==> config.mk <==
export PLATFORM = sky130hd
export DESIGN_NAME = rro_return_rotate
export DESIGN_NICKNAME = d
export VERILOG_FILES = /design/src/rro_pkg.sv /design/src/rro_rotate.sv /design/src/rro_return_rotate.sv
export SDC_FILE = /design/constraint.sdc
export NUM_CORES = 1
export LEC_CHECK = 0
export ABC_AREA = 1
export BUFFER_PORTS_ARGS = -buffer_cell sky130_fd_sc_hd__clkbuf_2
export CAP_MARGIN = 20
export CORE_MARGIN = 4
export CORE_UTILIZATION = 41
export DETAILED_ROUTE_END_ITERATION = 10
export PLACE_DENSITY = 0.81
export RECOVER_POWER = 100
export SLEW_MARGIN = 10
export SYNTH_ARGS = -nofsm -noshare
export SYNTH_HDL_FRONTEND = slang
export SYNTH_SLANG_ARGS = --single-unit
==> constraint.sdc <==
create_clock -name clock -period 1.2 [get_ports clock]
set_input_delay 0.12 -clock clock [delete_from_list [all_inputs] [get_ports clock]]
set_output_delay 0.12 -clock clock [all_outputs]
set_load 0.02 [all_outputs]
==> src/rro_pkg.sv <==
/*
 * Shared constants and types for the return and rotate execution unit.
 * Assumes a core with an 8-bit data path, a 7-bit file address and a
 * return-address stack that presents its top entry combinationally.
 */
`default_nettype none

package rro_pkg;

    // Data path geometry
    localparam int RRO_DATA_W = 8;
    localparam int RRO_ADDR_W = 7;
    localparam int RRO_PC_W = 15;
    localparam int RRO_MSB = 7;

    // Interrupt control register: enable bit position and its set mask
    localparam int RRO_GIE_BIT = 7;
    localparam logic [RRO_DATA_W-1:0] RRO_GIE_SET_MASK = 8'h80;
    localparam logic [RRO_DATA_W-1:0] RRO_NO_SET_MASK = 8'h00;

    // Destination select values
    localparam logic RRO_DEST_ACC = 1'h0;
    localparam logic RRO_DEST_FILE = 1'h1;

    // Instruction cycle counts
    localparam int RRO_RETURN_CYCLES = 2;
    localparam int RRO_ROTATE_CYCLES = 1;

    typedef enum logic [2:0] {
        RRO_OP_NONE = 3'h0,
        RRO_OP_INTERRUPT_EXIT = 3'h1,
        RRO_OP_SUB_RETURN = 3'h2,
        RRO_OP_LITERAL_RETURN = 3'h3,
        RRO_OP_ROTATE_LEFT_CARRY = 3'h4
    } rro_op_type;

    // Gray order along ready -> second -> ready
    typedef enum logic [0:0] {
        RRO_ST_READY = 1'h0,
        RRO_ST_SECOND = 1'h1
    } rro_state_type;

    typedef struct packed {
        logic valid;
        rro_op_type op;
        logic [RRO_DATA_W-1:0] literal;
        logic [RRO_ADDR_W-1:0] addr;
        logic dest;
    } rro_issue_type;

endpackage : rro_pkg

`default_nettype wire

==> src/rro_rotate.sv <==
/*
 * Combinational rotate-left-through-carry of one data word.
 * Assumes the operand and carry are stable for the cycle they are used.
 */
`timescale 1ns/1ps
`default_nettype none

module rro_rotate #(
    parameter int WIDTH = rro_pkg::RRO_DATA_W
) (
    // Operand
    input wire logic [WIDTH-1:0] operand,
    input wire logic carry_in,
    // Result
    output logic [WIDTH-1:0] result,
    output logic carry_out
);
    import rro_pkg::*;

    generate
        if (WIDTH < 2) begin : g_bad_width
            $error("rro_rotate needs at least two bits");
        end
    endgenerate

    // Old carry enters bit 0, old top bit leaves as carry
    assign result = {operand[WIDTH-2:0], carry_in};
    assign carry_out = operand[WIDTH-1];

endmodule : rro_rotate

`default_nettype wire

==> src/rro_return_rotate.sv <==
/*
 * Execution unit for interrupt exit, subroutine return, literal return and
 * rotate-left-through-carry.
 * Assumes the decoder holds an instruction on issue until issue_ready is
 * seen high, that the stack top and the addressed file byte are valid in
 * the issue cycle, and that the core applies the registered strobes.
 */
// What this block does
// - Interrupt exit pops the stack and loads the popped top into the PC.
// - Interrupt exit sets the global interrupt enable, bit 7 of interrupt control.
// - Interrupt exit is one word, two cycles, no operands, flags untouched.
// - Subroutine return pops the stack into the PC in two cycles.
// - Literal return writes its 8-bit literal into the accumulator.
// - Literal return also loads the PC from the stack top; two cycles.
// - Rotate left moves old carry into bit 0, old bit 7 to carry only.
// - Rotate destination 0 writes the accumulator, 1 writes the addressed register.
`timescale 1ns/1ps
`default_nettype none

module rro_return_rotate #(
    parameter int PC_W = rro_pkg::RRO_PC_W
) (
    // Clock and reset
    input wire logic clock,
    input wire logic rst,
    // Instruction issue
    input wire rro_pkg::rro_issue_type issue,
    output logic issue_ready,
    // Core state inputs
    input wire logic [PC_W-1:0] stack_top,
    input wire logic [rro_pkg::RRO_DATA_W-1:0] file_rdata,
    input wire logic carry_in,
    // Program counter and stack
    output logic stack_pop,
    output logic pc_load,
    output logic [PC_W-1:0] pc_value,
    // Accumulator write
    output logic acc_we,
    output logic [rro_pkg::RRO_DATA_W-1:0] acc_wdata,
    // Register file write
    output logic file_we,
    output logic [rro_pkg::RRO_ADDR_W-1:0] file_waddr,
    output logic [rro_pkg::RRO_DATA_W-1:0] file_wdata,
    // Carry flag write
    output logic carry_we,
    output logic carry_wdata,
    // Interrupt control register bit-set strobe
    output logic [rro_pkg::RRO_DATA_W-1:0] icr_set_mask
);
    import rro_pkg::*;

    generate
        if (PC_W < 1) begin : g_bad_pc
            $error("rro_return_rotate needs a program counter of at least one bit");
        end
        if (RRO_GIE_BIT != RRO_MSB) begin : g_bad_mask
            $error("interrupt enable mask does not match its bit position");
        end
    endgenerate

    rro_state_type state_reg;
    rro_state_type state_next;
    logic issue_ready_reg;
    logic stack_pop_reg;
    logic pc_load_reg;
    logic [PC_W-1:0] pc_value_reg;
    logic acc_we_reg;
    logic [RRO_DATA_W-1:0] acc_wdata_reg;
    logic file_we_reg;
    logic [RRO_ADDR_W-1:0] file_waddr_reg;
    logic [RRO_DATA_W-1:0] file_wdata_reg;
    logic carry_we_reg;
    logic carry_wdata_reg;
    logic [RRO_DATA_W-1:0] icr_set_mask_reg;

    // Decode of the accepted instruction
    wire logic take = issue.valid && issue_ready_reg;
    wire logic is_exit = take && (issue.op == RRO_OP_INTERRUPT_EXIT);
    wire logic is_sub = take && (issue.op == RRO_OP_SUB_RETURN);
    wire logic is_lit = take && (issue.op == RRO_OP_LITERAL_RETURN);
    wire logic is_rot = take && (issue.op == RRO_OP_ROTATE_LEFT_CARRY);
    wire logic is_ret = is_exit || is_sub || is_lit;
    wire logic rot_to_acc = is_rot && (issue.dest == RRO_DEST_ACC);
    wire logic rot_to_file = is_rot && (issue.dest == RRO_DEST_FILE);

    logic [RRO_DATA_W-1:0] rot_result;
    logic rot_carry;

    rro_rotate #(
        .WIDTH(RRO_DATA_W)
    ) u_rotate (
        .operand(file_rdata),
        .carry_in(carry_in),
        .result(rot_result),
        .carry_out(rot_carry)
    );

    // Returns hold the issue port for a second cycle; rotate never does
    always_comb begin
        case (state_reg)
            RRO_ST_READY: state_next = is_ret ? RRO_ST_SECOND : RRO_ST_READY;
            RRO_ST_SECOND: state_next = RRO_ST_READY;
            default: state_next = RRO_ST_READY;
        endcase
    end

    // Next values of the write strobes and data
    wire logic acc_we_next = is_lit || rot_to_acc;
    wire logic [RRO_DATA_W-1:0] acc_wdata_next = is_lit ? issue.literal : rot_result;
    wire logic [PC_W-1:0] pc_value_next = is_ret ? stack_top : pc_value_reg;
    wire logic [RRO_DATA_W-1:0] icr_set_mask_next = is_exit ? RRO_GIE_SET_MASK : RRO_NO_SET_MASK;

    always_ff @(posedge clock or posedge rst) begin
        if (rst) begin
            state_reg <= RRO_ST_READY;
            issue_ready_reg <= 1'h1;
        end else begin
            state_reg <= state_next;
            issue_ready_reg <= (state_next == RRO_ST_READY);
        end
    end

    // Stack pop and PC reload share the return decode
    always_ff @(posedge clock or posedge rst) begin
        if (rst) begin
            stack_pop_reg <= 1'h0;
            pc_load_reg <= 1'h0;
            pc_value_reg <= '0;
            icr_set_mask_reg <= RRO_NO_SET_MASK;
        end else begin
            stack_pop_reg <= is_ret;
            pc_load_reg <= is_ret;
            pc_value_reg <= pc_value_next;
            icr_set_mask_reg <= icr_set_mask_next;
        end
    end

    // Data results; carry strobe only on rotate so returns keep the flags
    always_ff @(posedge clock or posedge rst) begin
        if (rst) begin
            acc_we_reg <= 1'h0;
            acc_wdata_reg <= '0;
            file_we_reg <= 1'h0;
            file_waddr_reg <= '0;
            file_wdata_reg <= '0;
            carry_we_reg <= 1'h0;
            carry_wdata_reg <= 1'h0;
        end else begin
            acc_we_reg <= acc_we_next;
            acc_wdata_reg <= acc_wdata_next;
            file_we_reg <= rot_to_file;
            file_waddr_reg <= is_rot ? issue.addr : file_waddr_reg;
            file_wdata_reg <= is_rot ? rot_result : file_wdata_reg;
            carry_we_reg <= is_rot;
            carry_wdata_reg <= is_rot ? rot_carry : carry_wdata_reg;
        end
    end

    assign issue_ready = issue_ready_reg;
    assign stack_pop = stack_pop_reg;
    assign pc_load = pc_load_reg;
    assign pc_value = pc_value_reg;
    assign acc_we = acc_we_reg;
    assign acc_wdata = acc_wdata_reg;
    assign file_we = file_we_reg;
    assign file_waddr = file_waddr_reg;
    assign file_wdata = file_wdata_reg;
    assign carry_we = carry_we_reg;
    assign carry_wdata = carry_wdata_reg;
    assign icr_set_mask = icr_set_mask_reg;
endmodule : rro_return_rotate

`default_nettype wire

# --- Word-level counts from Yosys, hierarchy flattened ---
# Index checks and enable logic that the tools add are counted.
totals:
  reg_bits: 53
  inputBits: 46
  out_inout_bits: 53
  elab_cells: 33
op_classes:
  n_eq_ne: 4
  n_mux: 4
  bitwise: 3
  n_reduce_logical: 10
op_table:
  columns: ["op", "count"]
  rows:
  - ["$mux 8", 2]
  - ["$logic_and 1x1->1", 7]
  - ["$eq 3x2->1 const B", 2]
  - ["$eq 3x1->1 const B", 1]
  - ["$eq 3x3->1 const B", 1]
  - ["$logic_or 1x1->1", 3]
  - ["$not 1->1", 3]
  - ["$pmux 1 s2", 1]
  - ["$mux 1", 1]

# --- Longest topological paths before layout ---
depth:
  depth_word: 7
  ltp_mapped: 6
  ltp_nobuf: 5

# --- Hierarchy ---
# From an unflattened synthesis, not the netlist that was laid out.
unflattened:
  cells_unflattened: 211
  area_unflattened_um2: 2054.5
by_module_without_submodules:
  columns: ["mod", "n_inst", "cells_each", "area_per_inst_um2", "seq_area_each_um2"]
  rows:
  - ["rro_return_rotate", 1, 202, 1986.9, 1152.4]
  - ["rro_rotate", 1, 9, 67.6, 0.0]

# --- Worst setup path before layout ---
# No wires, ideal clock.
synth_timing:
  path_type: "register -> register"
  from: "register issue_ready_reg, in the netlist issue_ready"
  to: "register carry_wdata_reg, in the netlist carry_wdata"
  setup_time_ns: 0.117
  arrival_time_ns: 1.186
  t_required_ns: 1.083
  path_slack_ns: -0.103
  path_stages_with_launch: 7
  n_path_buf: 1
  synth_period_minus_slack_ns: 1.303
  cell_sequence: "dfstp_2 -> nand2_2 -> inv_2 -> nand3_4 -> buf_6 -> nand2_1 -> nand2_1"
synth_between:
  elab_chain_cells: 2
synth_lines:
  columns: ["element", "line", "rtl"]
  rows:
  - ["start, declared", "rro_return_rotate.sv:63", "logic issue_ready_reg;"]
  - ["start signal, assigned", "rro_return_rotate.sv:119", "issue_ready_reg <= (state_next == RRO_ST_READY);"]
  - ["$logic_and 1x1->1", "rro_return_rotate.sv:77", "wire logic take = issue.valid && issue_ready_reg;"]
  - ["$logic_and 1x1->1", "rro_return_rotate.sv:81", "wire logic is_rot = take && (issue.op == RRO_OP_ROTATE_LEFT_CARRY);"]
  - ["end signal, assigned", "rro_return_rotate.sv:155", "carry_wdata_reg <= is_rot ? rot_carry : carry_wdata_reg;"]
  - ["end, declared", "rro_return_rotate.sv:73", "logic carry_wdata_reg;"]
# No other way between the ends.
# A chain may end at the register's enable or synchronous reset.

# --- Final worst setup path ---
layout_timing:
  from: "register issue_ready_reg, in the netlist issue_ready"
  to: "register pc_value_reg[8], in the netlist pc_value[8]"
layout_between:
  elab_chain_cells: 4
  elab_cells_between_ends: 6
  cone_classes: "reduce/logical: 6"
layout_lines:
  columns: ["element", "line", "rtl"]
  rows:
  - ["$logic_and 1x1->1 *", "rro_return_rotate.sv:77", null]
  - ["$logic_and 1x1->1 (on tied branches)", "rro_return_rotate.sv:78, rro_return_rotate.sv:79", null]
  - ["$logic_or 1x1->1", "rro_return_rotate.sv:82", "wire logic is_ret = is_exit || is_sub || is_lit;"]
  - ["$logic_or 1x1->1 *", "rro_return_rotate.sv:82", null]
  - ["end signal, assigned", "rro_return_rotate.sv:133", "pc_value_reg <= pc_value_next;"]
  - ["end, declared", "rro_return_rotate.sv:66", "logic [PC_W-1:0] pc_value_reg;"]
# Mark *: on every way between the ends. The rest lies on a longest branch, timed or not.

==> parameters.txt <==
Parameter                              Value

Run status
  Status    finished, violations left
  Failing checks    setup timing

Final layout
  Layout overhead on the synthesized area    33.7%
  Number of nets in the layout    around 360
  Final core utilization    56.2%
  Share of layout cells above drive strength 1    approximately 32%
  Layout fillers    slightly below 500
  Count of inserted antenna diode cells    0
  Number of flip-flops in the largest register    15

Route
  Violation count after the first detailed-routing iteration    86
  First drt pass iteration count    5
  Via count    1756
  Vias per Instance    around 4.6
  Post-route DRC    0
  Average detailed-routed wire length per instance    13.0 um
  Count of antenna-violating nets left after detailed routing    0
  Total Routed Length    about 4900 um

Synth
  Synth Warn #    0
  Mean post-synth cell area    9.84 um^2
  Post-synthesis instance area    just under 2000 um^2
  Post-synth cell types    20
  Most frequent cells after synthesis    sky130_fd_sc_hd__nand2_1, sky130_fd_sc_hd__dfrtp_1, sky130_fd_sc_hd__nand3_1, sky130_fd_sc_hd__nand4_1
  Sequential fraction of the synthesis area    58.0%
  Portion of synthesized cell area occupied by the leading cell type    56.7%
  Number of flip-flops and latches in the synthesized netlist    46
  Cell taking the most area after synthesis    sky130_fd_sc_hd__dfrtp_1
  Dominant cells by area after synthesis    sky130_fd_sc_hd__dfrtp_1, sky130_fd_sc_hd__nand2_1, sky130_fd_sc_hd__nand3_1, sky130_fd_sc_hd__nand4_1, sky130_fd_sc_hd__buf_4
  Dominant register cell in the synthesized netlist    sky130_fd_sc_hd__dfrtp_1
  Gate Count Post-Synth    202
  Async S/R FF share, synth    100%
  Number of enable-type register cells in the synthesized netlist    0
  Most frequently used cell type in the post-synthesis netlist    sky130_fd_sc_hd__nand2_1

Clock tree
  Clock latency on the worst-skew pair    0.30 ns
  Number of sinks handled by clock tree synthesis    46
  Clock transition at the registers of the reported paths    0.08 ns
  TritonCTS clock tree    built
  Number of H-tree levels    2
  TritonCTS buffer count    5
  CTS Buffer Depth    2
  Clock root buffer    sky130_fd_sc_hd__clkbuf_8

Power
  Power density cells    between 1000 and 1500 nW/um^2
  VDD IR-drop max    702 uV
  Leakage power    around 1.4 nW

Min path
  Hold Path Stages    3
  Hold WC Path Type    in -> reg
  Launch point of the worst hold path    file_rdata[4]
  Endpoint with the worst hold slack    acc_wdata[5]$_DFF_PP0_

Floorplan
  Standard-cell rows    25
  I/O pin count    99
  Overall die height    a little under 80 um
  Core Box Area    4720 um^2
  Effective utilization at floorplan    42.1%
  X dimension of the die    approximately 78 um
  Die Outline Area    around 6000 um^2

STA
  Max Clock Skew    0.00584 ns
  Final setup violation count    24
  Transition time of the tightest slew-check pin    0.634 ns
  Hold Vio Cnt, Final    0
  Period utilization    103%
  Minimum clock period    1.24 ns
  Final hold slack    0.0288 ns
  Final setup slack of the worst path    -0.0407 ns
  Fmax achieved    806 MHz
  Slew margin rel.    a little under three fifths
  Setup repair after global routing missed its margin    yes
  Count of final max-slew check failures    0

GRT
  Wire length of the first global-routing pass    7630 um
  Largest net degree at the start of global routing    26
  Via count of the first global-routing pass    1601
  Aggregate global-route resource usage    around 16%
  Antenna violations before repair    0
  Total global routing overflow    0

Setup path
  Worst reg2reg path endpoint    pc_value[8]$_DFFE_PP0P_
  Type of element capturing the critical path    register
  Critical Path RT    ~1.4 ns
  Critical path class    reg -> reg
  Worst-path maximum fanout    8
  Register-to-register setup slack    -0.04 ns
  Startpoint class of the critical path    register
  Reg2Reg Depth    6
  CP arrival    1.43 ns
  Reg-to-reg startpoint    issue_ready$_DFF_PP1_

Placement
  Final GP Congestion    ~0.75
  Detailed-placement wirelength estimate    3610 um
  Number of input and output port buffers inserted    91

Run
  Reported max-cap violation count    0
## worst max-delay path, cell delays in order (launching register included)
cell                      delay (ns)
sky130_fd_sc_hd__dfstp_2        0.56
sky130_fd_sc_hd__nand2_4        0.08
sky130_fd_sc_hd__nor2_8         0.14
sky130_fd_sc_hd__buf_4          0.16
sky130_fd_sc_hd__nand2_8        0.08
sky130_fd_sc_hd__nand2_2        0.07
sky130_fd_sc_hd__nand2_1        0.04
## power by group
| group | leakage [nW] | internal [W] | switching [W] |
|---|---|---|---|
| Clock | 0.0482 | 0.000465 | 0.000490 |
| Combinational | 0.803 | 0.000315 | 0.000687 |
| Sequential | 0.574 | 0.00178 | 0.000132 |
## cell families after synthesis
group                  share of synthesized area (%)
DFF                                             58.0
buffers and inverters                           9.00
other                                          0.189
and+or+nand+nor                                 32.8
## per-layer routing
layer | up-vias | routed length [um] | share of wire (%) | global-route usage (%)
met4 | 0 | 65 | 1.3 | 5.34
met3 | 7 | 433 | 8.8 | 6.03
li1 | 854 | - | - | -
met1 | 829 | 2130 | 43 | 20.6
met2 | 66 | 2290 | 47 | 24.7
met5 | - | 0 | 0 | 0
## timing repair
| item | 4_1_cts | 5_1_grt |
|---|---|---|
| cloned | 0 | 3 |
| pin swaps | 1 | 2 |
| resized for setup | 2 | 10 |
| setup endpoints to repair | 24 | 42 |
| endpoints found under the hold margin | 13 | 0 |
| hold buffers | 1 | 0 |
| buffers inserted | 0 | 6 |
## cell usage in the layout, fill, tap and decap left out, types with 2 or more instances in the layout
cell / instances
sky130_fd_sc_hd__inv_2: 2
sky130_fd_sc_hd__nor2_1: 2
sky130_fd_sc_hd__nand4_1: 17
sky130_fd_sc_hd__dfrtp_1: 45
sky130_fd_sc_hd__inv_4: 2
sky130_fd_sc_hd__nand2_4: 3
sky130_fd_sc_hd__clkbuf_2: 48
sky130_fd_sc_hd__clkbuf_1: 45
sky130_fd_sc_hd__inv_1: 2
sky130_fd_sc_hd__nand2_2: 14
sky130_fd_sc_hd__buf_6: 4
sky130_fd_sc_hd__nand3_1: 23
sky130_fd_sc_hd__nor2_8: 2
sky130_fd_sc_hd__buf_4: 12
sky130_fd_sc_hd__nand2_1: 67
sky130_fd_sc_hd__clkbuf_8: 6
sky130_fd_sc_hd__nand2_8: 2
sky130_fd_sc_hd__conb_1: 7
## per-stage QoR
stage	setup TNS, ns	instances	total power, W	area [um^2]	worst slack [ns]
after CTS	-0.301	369	0.00394	2620	-0.0283
after global routing	-4.33	378	0.00409	2660	-0.108
after global placement	0	360	0.00294	2510	0.000218
final	-0.374	378	0.00387	2660	-0.0407
after floorplan	-1.60	208	0.00257	2020	-0.0977
after detailed placement	-0.550	360	0.00297	2510	-0.0366
## worst max path at each step
stage                                          end  slack [ns]                   from  cells after the start
after floorplan            pc_value[0]$_DFFE_PP0P_        -0.1  issue_ready$_DFF_PP1_                      6
after global placement     pc_value[9]$_DFFE_PP0P_      0.0002  issue_ready$_DFF_PP1_                      5
after detailed placement  pc_value[14]$_DFFE_PP0P_       -0.04  issue_ready$_DFF_PP1_                      5
after CTS                    issue_ready$_DFF_PP1_       -0.03  issue_ready$_DFF_PP1_                      5
after global routing       pc_value[0]$_DFFE_PP0P_       -0.11  issue_ready$_DFF_PP1_                      6
final                      pc_value[8]$_DFFE_PP0P_       -0.04  issue_ready$_DFF_PP1_                      6
## layout make-up
cell class	instances	area (um^2)	area share, %
Tap cell	67	83.8	3.16
Timing Repair Buffer	110	556	20.9
Inverter	8	36.3	1.37
Sequential cell	46	1150	43.4
Clock inverter	1	5.00	0.188
Clock buffer	7	86.3	3.25
Multi-Input combinational cell	139	737	27.7
Note: power is estimated with default switching activity, not from simulation.
